===== config.mk =====
export PLATFORM = sky130hd
export DESIGN_NAME = acd_clock_power
export DESIGN_NICKNAME = d
export VERILOG_FILES = /design/src/inc/acd_pkg.sv /design/src/verilog/acd_clock_power.sv
export SDC_FILE = /design/constraint.sdc
export NUM_CORES = 1
export LEC_CHECK = 0
export ABC_AREA = 1
export BUFFER_PORTS_ARGS = -buffer_cell sky130_fd_sc_hd__buf_4
export CAP_MARGIN = 40
export CORE_AREA = 2 2 89 91
export CTS_BUF_LIST = sky130_fd_sc_hd__clkbuf_16
export CTS_CLUSTER_SIZE = 12
export DETAILED_ROUTE_END_ITERATION = 16
export DIE_AREA = 0 0 91 93
export GPL_ROUTABILITY_DRIVEN = 0
export PLACE_DENSITY = 0.69
export SYNTH_ARGS = -nofsm -noshare
export SYNTH_HDL_FRONTEND = slang
export SYNTH_SLANG_ARGS = --single-unit

===== constraint.sdc =====
create_clock -name clock_i -period 2.85 [get_ports clock_i]
set_input_delay 0.4275 -clock clock_i [delete_from_list [all_inputs] [get_ports clock_i]]
set_output_delay 0.4275 -clock clock_i [all_outputs]
set_load 0.005 [all_outputs]

===== src/inc/acd_pkg.sv =====
// constants for the converter clock divider and power control block
package acd_pkg;
    // clock-sync control register
    localparam logic [15:0] CLK_SYNC_ADDR = 16'h0100;
    localparam int SYNC_EN_BIT = 1;
    localparam int SYNC_ONCE_BIT = 2;
    localparam int ARMED_BIT = 7;
    localparam logic [7:0] CLK_SYNC_RESET = 8'h00;
    localparam logic [7:0] CLK_SYNC_WMASK = 8'h06;
    // clock rate and stabilizer limits
    localparam int CLK_MHZ = 100;
    localparam int DCS_MIN_MHZ = 20;
    localparam int DCS_MAX_RATIO = CLK_MHZ / DCS_MIN_MHZ;
    localparam int RELOCK_MIN_NS = 1500;
    localparam int RELOCK_MAX_NS = 5000;
    localparam int RELOCK_MIN_CYC = (RELOCK_MIN_NS * CLK_MHZ + 999) / 1000;
    localparam int RELOCK_CYC = RELOCK_MAX_NS * CLK_MHZ / 1000;
    localparam int RELOCK_W = $clog2(RELOCK_CYC + 1);
    // wake-up timing
    localparam int STBY_WAKE_NS = 200;
    localparam int STBY_WAKE_CYC = STBY_WAKE_NS * CLK_MHZ / 1000;
    localparam int PD_WAKE_NS = 1000;
    localparam int PD_WAKE_CYC = PD_WAKE_NS * CLK_MHZ / 1000;
    localparam int PD_TIME_W = 16;
    localparam int PD_WAKE_SHIFT = 4;
    // power states
    typedef enum logic [1:0] {
        PS_RUN,
        PS_STBY,
        PS_PD,
        PS_WAKE
    } acd_pstate_t;
endpackage


===== src/verilog/acd_clock_power.sv =====
// converter clock divider, duty cycle stabilizer, sync and power-state control
// Notes on behaviour
// - divide sample clock by integer ratio one through eight
// - any ratio from two through five forces the duty cycle stabilizer on
// - sync register bits one and two pick every-sync or first-sync-after-write
// - accepted sync returns divider counter to its initial state
// - active stabilizer keeps rising edge, regenerates falling edge near 50%
// - stabilizer does not lock when conversion rate is below 20 MHz
// - stabilizer needs 1.5 to 5 us to relock, bypassed meanwhile
// - power-down entered from serial bit or power-down pin high
// - power-down places all output data drivers in high impedance
// - power-down pin low returns device to normal conversion
// - power-down shuts reference and clock; wake-up grows with time down
// - serial standby keeps reference powered for faster wake-up
`timescale 1ns/10ps
module acd_clock_power #(
    parameter int MAX_RATIO = 8
) (
    input wire logic clock_i,                           // sample clock
    input wire logic rst_i,                             // synchronous reset
    input wire logic [$clog2(MAX_RATIO)-1:0] div_sel_i, // ratio minus one
    input wire logic dcs_enable_i,                      // stabilizer enable
    input wire logic rate_change_i,                     // input clock rate changed
    input wire logic sync_i,                            // external sync pin
    input wire logic power_down_request_i,              // power-down pin
    input wire logic pd_serial_i,                       // serial power-down bit
    input wire logic standby_serial_i,                  // serial standby bit
    input wire logic reg_we_i,                          // register write strobe
    input wire logic [15:0] reg_addr_i,                 // register address
    input wire logic [7:0] reg_wdata_i,                 // register write data
    output logic [7:0] reg_rdata_o,                     // register read data
    output logic conv_clk_o,                            // internal conversion clock
    output logic duty_cycle_stabilizer_o,               // stabilizer active
    output logic data_oe_o,                             // output drivers enabled
    output logic ref_on_o,                              // reference and bias powered
    output logic clk_on_o                               // internal clock running
);
    localparam int CW = $clog2(MAX_RATIO);

    // refuse ratios that the counter width or the low-rate limit cannot serve
    if (MAX_RATIO < acd_pkg::DCS_MAX_RATIO || (1 << CW) != MAX_RATIO) begin : g_bad_ratio
        $error("MAX_RATIO must be a power of two not below the low-rate limit");
    end

    logic [7:0] ctrl, next_ctrl;
    logic armed, next_armed;
    logic sync_q, next_sync_q;
    logic [CW-1:0] cnt, next_cnt;
    logic next_conv_clk;
    logic [acd_pkg::RELOCK_W-1:0] relock, next_relock;
    logic dcs_was, next_dcs_was;
    logic [CW-1:0] sel_q, next_sel_q;
    logic next_dcs_active;
    logic [7:0] next_rdata;
    acd_pkg::acd_pstate_t pstate, next_pstate;
    logic [acd_pkg::PD_TIME_W-1:0] pd_time, next_pd_time;
    logic [acd_pkg::PD_TIME_W-1:0] wake_cnt, next_wake_cnt;
    logic wr_sync, accept, clk_run, dcs_want, rate_ok, pd_req, next_run;
    logic [CW:0] hi_len;

    // register decode and sync acceptance
    always_comb begin
        wr_sync = reg_we_i && (reg_addr_i == acd_pkg::CLK_SYNC_ADDR);
        accept = sync_i && !sync_q && clk_run && ctrl[acd_pkg::SYNC_EN_BIT]
            && (!ctrl[acd_pkg::SYNC_ONCE_BIT] || armed);
        next_sync_q = sync_i;
        next_ctrl = ctrl;
        if (wr_sync) begin
            next_ctrl = reg_wdata_i & acd_pkg::CLK_SYNC_WMASK;
        end
        next_armed = armed;
        if (wr_sync) begin
            next_armed = 1'b1;
        end else if (accept && ctrl[acd_pkg::SYNC_ONCE_BIT]) begin
            next_armed = 1'b0;
        end
        next_rdata = 8'h00;
        if (reg_addr_i == acd_pkg::CLK_SYNC_ADDR) begin
            next_rdata = ctrl;
            next_rdata[acd_pkg::ARMED_BIT] = armed;
        end
    end

    always_ff @(posedge clock_i) begin
        if (rst_i) begin
            ctrl <= acd_pkg::CLK_SYNC_RESET;
            armed <= 1'b0;
            sync_q <= 1'b0;
            reg_rdata_o <= 8'h00;
        end else begin
            ctrl <= next_ctrl;
            armed <= next_armed;
            sync_q <= next_sync_q;
            reg_rdata_o <= next_rdata;
        end
    end

    // stabilizer lock tracking
    always_comb begin
        dcs_want = dcs_enable_i || (div_sel_i != '0);
        rate_ok = div_sel_i <= CW'(acd_pkg::DCS_MAX_RATIO - 1);
        next_dcs_was = dcs_want;
        next_sel_q = div_sel_i;
        next_relock = relock;
        if (rate_change_i || !rate_ok || (dcs_want && !dcs_was) || (div_sel_i != sel_q)) begin
            next_relock = acd_pkg::RELOCK_W'(acd_pkg::RELOCK_CYC);
        end else if (relock != '0) begin
            next_relock = relock - 1'b1;
        end
        next_dcs_active = dcs_want && rate_ok && (next_relock == '0) && clk_run;
    end

    always_ff @(posedge clock_i) begin
        if (rst_i) begin
            relock <= acd_pkg::RELOCK_W'(acd_pkg::RELOCK_CYC);
            dcs_was <= 1'b0;
            sel_q <= '0;
            duty_cycle_stabilizer_o <= 1'b0;
        end else begin
            relock <= next_relock;
            dcs_was <= next_dcs_was;
            sel_q <= next_sel_q;
            duty_cycle_stabilizer_o <= next_dcs_active;
        end
    end

    // divider counter and regenerated conversion clock
    always_comb begin
        if (!clk_run || accept) begin
            next_cnt = '0;
        end else if (cnt >= div_sel_i) begin
            next_cnt = '0;
        end else begin
            next_cnt = cnt + 1'b1;
        end
        if (next_dcs_active) begin
            hi_len = ({1'b0, div_sel_i} + (CW+1)'(2)) >> 1;
        end else begin
            hi_len = (CW+1)'(1); // raw duty follows one input period
        end
        next_conv_clk = next_run && ({1'b0, next_cnt} < hi_len);
    end

    always_ff @(posedge clock_i) begin
        if (rst_i) begin
            cnt <= '0;
            conv_clk_o <= 1'b0;
        end else begin
            cnt <= next_cnt;
            conv_clk_o <= next_conv_clk;
        end
    end

    // power state machine
    always_comb begin
        pd_req = power_down_request_i || pd_serial_i;
        clk_run = (pstate == acd_pkg::PS_RUN) || (pstate == acd_pkg::PS_WAKE);
        next_pstate = pstate;
        next_pd_time = pd_time;
        next_wake_cnt = wake_cnt;
        unique case (pstate)
            acd_pkg::PS_RUN, acd_pkg::PS_WAKE: begin
                if (pd_req) begin
                    next_pstate = acd_pkg::PS_PD;
                    next_pd_time = '0;
                end else if (standby_serial_i) begin
                    next_pstate = acd_pkg::PS_STBY;
                end else if (pstate == acd_pkg::PS_WAKE) begin
                    if (wake_cnt == '0) begin
                        next_pstate = acd_pkg::PS_RUN;
                    end else begin
                        next_wake_cnt = wake_cnt - 1'b1;
                    end
                end
            end
            acd_pkg::PS_STBY: begin
                if (pd_req) begin
                    next_pstate = acd_pkg::PS_PD;
                    next_pd_time = '0;
                end else if (!standby_serial_i) begin
                    next_pstate = acd_pkg::PS_WAKE;
                    next_wake_cnt = acd_pkg::PD_TIME_W'(acd_pkg::STBY_WAKE_CYC);
                end
            end
            acd_pkg::PS_PD: begin
                if (pd_time != '1) begin
                    next_pd_time = pd_time + 1'b1;
                end
                if (!pd_req) begin
                    next_pstate = standby_serial_i ? acd_pkg::PS_STBY : acd_pkg::PS_WAKE;
                    next_wake_cnt = (pd_time >> acd_pkg::PD_WAKE_SHIFT)
                        + acd_pkg::PD_TIME_W'(acd_pkg::PD_WAKE_CYC);
                end
            end
        endcase
        // conversion clock stops on the edge that leaves the running states
        next_run = (next_pstate == acd_pkg::PS_RUN) || (next_pstate == acd_pkg::PS_WAKE);
    end

    always_ff @(posedge clock_i) begin
        if (rst_i) begin
            pstate <= acd_pkg::PS_WAKE;
            pd_time <= '0;
            wake_cnt <= acd_pkg::PD_TIME_W'(acd_pkg::PD_WAKE_CYC);
        end else begin
            pstate <= next_pstate;
            pd_time <= next_pd_time;
            wake_cnt <= next_wake_cnt;
        end
    end

    // power outputs follow the registered state
    assign data_oe_o = (pstate == acd_pkg::PS_RUN);
    assign ref_on_o = (pstate != acd_pkg::PS_PD);
    assign clk_on_o = clk_run;

    // checks on divider, sync, stabilizer and power behaviour
    a_div_wrap: assert property (@(posedge clock_i) disable iff (rst_i)
        clk_run && !pd_req && !standby_serial_i && cnt == div_sel_i |=> cnt == '0)
        else $error("divider did not wrap at ratio");
    a_sync_restart: assert property (@(posedge clock_i) disable iff (rst_i)
        accept && !pd_req && !standby_serial_i |=> cnt == '0 && conv_clk_o)
        else $error("sync did not restart divider");
    a_once_disarm: assert property (@(posedge clock_i) disable iff (rst_i)
        accept && ctrl[acd_pkg::SYNC_ONCE_BIT] && !wr_sync |=> !armed)
        else $error("one-shot sync stayed armed");
    a_write_arms: assert property (@(posedge clock_i) disable iff (rst_i)
        wr_sync |=> armed && ctrl == ($past(reg_wdata_i) & acd_pkg::CLK_SYNC_WMASK))
        else $error("write did not arm sync");
    a_forced_dcs: assert property (@(posedge clock_i) disable iff (rst_i)
        div_sel_i != '0 && rate_ok && next_relock == '0 && clk_run |=> duty_cycle_stabilizer_o)
        else $error("stabilizer not forced on");
    a_half_duty: assert property (@(posedge clock_i) disable iff (rst_i)
        duty_cycle_stabilizer_o && div_sel_i == CW'(1) && $stable(div_sel_i) && !accept
        && cnt == '0 |-> conv_clk_o ##1 !conv_clk_o)
        else $error("ratio two clock not half duty");
    a_low_rate: assert property (@(posedge clock_i) disable iff (rst_i)
        div_sel_i > CW'(acd_pkg::DCS_MAX_RATIO - 1) |=> !duty_cycle_stabilizer_o)
        else $error("stabilizer active below minimum rate");
    a_relock_bypass: assert property (@(posedge clock_i) disable iff (rst_i)
        rate_change_i |=> !duty_cycle_stabilizer_o [*8])
        else $error("stabilizer not bypassed during relock");
    a_pd_hiz: assert property (@(posedge clock_i) disable iff (rst_i)
        pd_req |=> !data_oe_o && pstate == acd_pkg::PS_PD)
        else $error("power-down did not disable drivers");
    a_pd_shutoff: assert property (@(posedge clock_i) disable iff (rst_i)
        pstate == acd_pkg::PS_PD |-> !ref_on_o && !clk_on_o && !conv_clk_o)
        else $error("power-down left reference or clock on");
    a_pin_release: assert property (@(posedge clock_i) disable iff (rst_i)
        pstate == acd_pkg::PS_PD && !pd_req && !standby_serial_i |=> pstate == acd_pkg::PS_WAKE)
        else $error("pin release did not start wake-up");
    a_stby_ref: assert property (@(posedge clock_i) disable iff (rst_i)
        pstate == acd_pkg::PS_STBY |-> ref_on_o && !data_oe_o && !clk_on_o)
        else $error("standby did not keep reference only");

    // checks on register view, sync refusal, ratio one and wake-up paths
    a_unmapped_read: assert property (@(posedge clock_i) disable iff (rst_i)
        reg_addr_i != acd_pkg::CLK_SYNC_ADDR |=> reg_rdata_o == 8'h00)
        else $error("unmapped address read back nonzero");
    a_rdata_armed: assert property (@(posedge clock_i) disable iff (rst_i)
        reg_addr_i == acd_pkg::CLK_SYNC_ADDR
        |=> reg_rdata_o[acd_pkg::ARMED_BIT] == $past(armed)
        && reg_rdata_o[acd_pkg::SYNC_ONCE_BIT] == $past(ctrl[acd_pkg::SYNC_ONCE_BIT]))
        else $error("sync register read back wrong");
    a_disabled_sync: assert property (@(posedge clock_i) disable iff (rst_i)
        !ctrl[acd_pkg::SYNC_EN_BIT] && sync_i && !sync_q && clk_run && cnt < div_sel_i
        |=> cnt != '0)
        else $error("sync realigned while disabled");
    a_stab_high: assert property (@(posedge clock_i) disable iff (rst_i)
        next_dcs_active && div_sel_i == CW'(3) && cnt == '0 && !accept && !pd_req
        && !standby_serial_i |=> conv_clk_o && cnt == CW'(1))
        else $error("stabilized ratio four clock not high for two cycles");
    a_ratio_one: assert property (@(posedge clock_i) disable iff (rst_i)
        clk_run && div_sel_i == '0 && !pd_req && !standby_serial_i
        |=> conv_clk_o && cnt == '0)
        else $error("ratio one clock not held high");
    a_relock_min: assert property (@(posedge clock_i) disable iff (rst_i)
        rate_change_i |-> ##150 !duty_cycle_stabilizer_o)
        else $error("stabilizer relocked too soon");
    a_stby_entry: assert property (@(posedge clock_i) disable iff (rst_i)
        clk_run && !pd_req && standby_serial_i
        |=> pstate == acd_pkg::PS_STBY && !data_oe_o)
        else $error("standby request ignored");
    a_stby_wake: assert property (@(posedge clock_i) disable iff (rst_i)
        pstate == acd_pkg::PS_STBY && !pd_req && !standby_serial_i
        |=> pstate == acd_pkg::PS_WAKE && int'(wake_cnt) == acd_pkg::STBY_WAKE_CYC)
        else $error("standby release did not start short wake-up");
    a_wake_run: assert property (@(posedge clock_i) disable iff (rst_i)
        pstate == acd_pkg::PS_WAKE && wake_cnt == '0 && !pd_req && !standby_serial_i
        |=> data_oe_o)
        else $error("wake-up did not return to conversion");
    a_serial_pd: assert property (@(posedge clock_i) disable iff (rst_i)
        pd_serial_i |=> !ref_on_o && !clk_on_o && !data_oe_o)
        else $error("serial power-down bit ignored");

    // main scenarios reached by the bench
    c_sync_every: cover property (@(posedge clock_i) disable iff (rst_i)
        accept && !ctrl[acd_pkg::SYNC_ONCE_BIT]);
    c_sync_once: cover property (@(posedge clock_i) disable iff (rst_i)
        accept && ctrl[acd_pkg::SYNC_ONCE_BIT]);
    c_dcs_lock: cover property (@(posedge clock_i) disable iff (rst_i)
        $rose(duty_cycle_stabilizer_o));
    c_pd_wake: cover property (@(posedge clock_i) disable iff (rst_i)
        pstate == acd_pkg::PS_PD ##1 pstate == acd_pkg::PS_WAKE);
    c_stby_run: cover property (@(posedge clock_i) disable iff (rst_i)
        pstate == acd_pkg::PS_STBY ##1 pstate == acd_pkg::PS_WAKE);
endmodule

==> impl_metrics.ini <==
[detailed_routing]
initialDrtViolationCount = 168
drt_pass1_iterations = 4
drt.antenna.violating_nets = 0
wl_um = 7876
drc = 0
routedWlPerCell_um = 11.93
vias_per_cell = 5.058
vias = 3338

[worst_setup_path]
slowest_stage = ha_1
max_stage_delay_ps = 470
cp-end-kind = flop
cp_data_required_time_ps = 3100
crit_arrival_ps = 2640
cp_max_fo = 16
worst-path-buf-inv = 4
cp_top_family = buffers and inverters
start_kind = flop
path_cells = inv_1, ha_1, nand2_1, inv_1, a21oi_1, a211oi_4, nand2_8, inv_2, buf_4, o21ai_1, a21oi_1
crit_type = reg -> reg

[global_route]
met2_usage_pct = 34.63
grt_usage_pct = 19.67
grt_max_degree = 25
antenna_found_initial = 0
grt_use_met1_pct = 23.92
grt_pass1_wl_um = 13480
met3_usage_pct = 3.223
busiest_layer = met2
overflow = 0
grt_pass1_vias = 3144

[cells_and_area]
nNetsFinal = 606
design_area_mm2 = 0.004207
nFillCells = 763
layout-drive-gt1-share_pct = 17.56
antennaDiodeCount = 0
final_util_pct = 55.88
syn_to_final_growth_pct = 16.33

[synth]
synth_top_family_by_area = simple AND/OR/NAND/NOR gates
synth-simple-area-share_pct = 32.98
synth_seq_cells = 59
synth_cell_type_count = 43
muxShareOfSynthArea_pct = 0
async_reset_ff_share_pct = 0
ys_seq_area_share_pct = 32.66
synthFlopType = dfxtp_1
synth_area_per_cell_um2 = 7.021
yosysWarningCount = 0
synthCells = 515
yosys.area_share.adder_pct = 5.190
synth_area_mm2 = 0.003616
synth_edf_count = 0
synthXorXnorAreaFrac_pct = 3.149
synth_compound_area_share_pct = 15.09

[power_and_ir_drop]
switching_power_uw = 1413
power.share.combinational_pct = 42.3
seqPwrFrac_pct = 31.5
p_sw_share_pct = 40.47
power_leakage_uw = 0.001770
clockPowerShare_pct = 26.2
ir_drop_v = 0.0004463
p_per_area_mw_per_mm2 = 830.3
p_int_uw = 2079

[timing]
hold_slack_ps = 331.3
slew_violations = 0
fin_skew_ps = 5.870
rsz0062_at_grt = false
min_period_ps = 2394
fin_tns_setup_ps = 0
tightest_slew_ps = 655.3
finalHoldViolations = 0
fmax_mhz = 417.7
setup_viol = 0
relSlewSlack_pct = 56.27
post-route-period-util_pct = 84.00

[floorplanning]
core-area_mm2 = 0.007527
ios = 49
num_rows = 32
initial_core_util_pct = 48.04
die_y_um = 93
die_area_mm2 = 0.008463
fp.dieW_um = 91

[place]
port_buffers = 37
placed_area_mm2 = 0.003958
hpwl_um = 5965

[cts]
cts_setup_buffers = 0
hold_buffers = 0
cts_tree = done
clock_path_buffers = 2
numCtsBuffers = 9
clkTransAtPathRegs_ps = 50
root_buffer = clkbuf_16
cts-resized-gates = 0
clock_sinks = 59
clock_latency_ps = 320
htreeDepth = 3

[outcome]
outcome = finished, final reports clean

[flow_run]
cap_violations = 0

[hold_path]
min_path_type = in -> reg
-- cells by family after synthesis --
group | Yosys count
fa+ha+maj | 15
xor+xnor | 13
other cells | 1
buf+inv | 91
flops | 59
compound gates | 93
simple gates | 243
-- power by group through the flow --
| stage | combinational (uW) | sequential (uW) | clock, uW |
|---|---|---|---|
| global route | 1670 | 1120 | 971 |
| global placement | 1440 | 1110 | 0 |
| floorplan | 1160 | 1090 | 0 |
| finish | 1480 | 1100 | 915 |
| detailed placement | 1480 | 1110 | 0 |
| CTS | 1480 | 1100 | 928 |
-- layout by cell type, fill, tap and decap left out, types with 3 or more instances in the layout --
cell type and count:
a211oi_1 6, nor3_1 12, nand2_1 82, dfxtp_1 59, o22ai_1 3, o21ai_1 14, inv_1 68, nand2_2 8
nand4_1 9, nand3b_1 5, xnor2_1 3, clkbuf_16 9, inv_2 7, o21ai_0 24, nor2_4 5, conb_1 5
a31oi_1 7, ha_1 15, buf_4 41, a21oi_1 29, nand3_2 5, nand3_1 28, nor4_1 6, a21oi_2 3
nor2_2 7, xor2_1 10, nor2_1 68
-- layout make-up --
class                           instances  area, um^2  share of cell area (%)
Timing Repair Buffer                   41       307.8                   7.317
Clock buffer                            9       225.2                   5.354
Tap cell                              102       127.6                   3.034
Multi-Input combinational cell        369        2058                   48.93
Clock inverter                          5       23.77                  0.5651
Sequential cell                        59        1181                   28.08
Inverter                               75       282.8                   6.722
-- stage by stage --
step	total power, uW	worst slack (ps)	instances
after floorplan	2244	685.2	519
after detailed placement	2589	433.1	646
after global placement	2550	508.7	646
after global routing	3761	214.2	660
after CTS	3511	432.5	660
final	3493	455.9	660
-- worst min-delay path, stage by stage --
cell,delay [ps]
buf_4,80
inv_1,40
nor2_1,70
-- flip-flops by register name, indices dropped and copies added (netlist names) --
register / count
pd_time: 16
ctrl: 2
pstate: 2
cnt: 3
sync_q: 1
conv_clk_o: 1
dcs_was: 1
reg_rdata_o: 3
duty_cycle_stabilizer_o: 1
sel_q: 3
relock: 9
armed: 1
wake_cnt: 16
-- cells in the mapped netlist, types with 2 or more instances --
cell	n	area share (%)
nand3b_1	5	1.0
nand3_2	5	1.4
a21oi_2	3	0.73
dfxtp_1	59	33
buf_6	4	1.2
inv_2	7	0.73
o22ai_1	3	0.52
clkbuf_1	6	0.62
buf_4	5	1.0
nor2_1	68	7.1
a31oi_1	7	1.2
nand2_2	8	1.4
xor2_1	10	2.4
nor3_2	2	0.55
nand2_1	82	8.5
inv_1	67	7.0
nor2_4	5	1.6
nand4_1	9	1.6
a21oi_1	29	4.0
nor3_1	12	1.7
nor4_1	6	1.0
nor2_2	7	1.2
a211oi_1	6	1.2
o21ai_1	14	1.9
nand3_1	28	3.9
o21ai_0	24	3.3
ha_1	15	5.2
o211ai_1	2	0.42
xnor2_1	3	0.73
-- routing by layer --
layer	vias to the layer above	share of wire [%]	routed length, um
met1	1502	47	3719
li1	1765	-	-
met2	62	48	3782
met3	9	3.2	254
met5	-	0	0
met4	0	1.5	119
-- final timing paths --
path	from	end	slack, ps	cells past startpoint
setup / recovery	pstate[0]	wake_cnt[3]	460	11
hold / removal	sync_i	sync_q	330	3
setup reg to reg	pstate[0]	wake_cnt[3]	460	11
hold reg to reg	armed	reg_rdata_o[7]	450	2
Note: power is estimated with default switching activity, not from simulation.
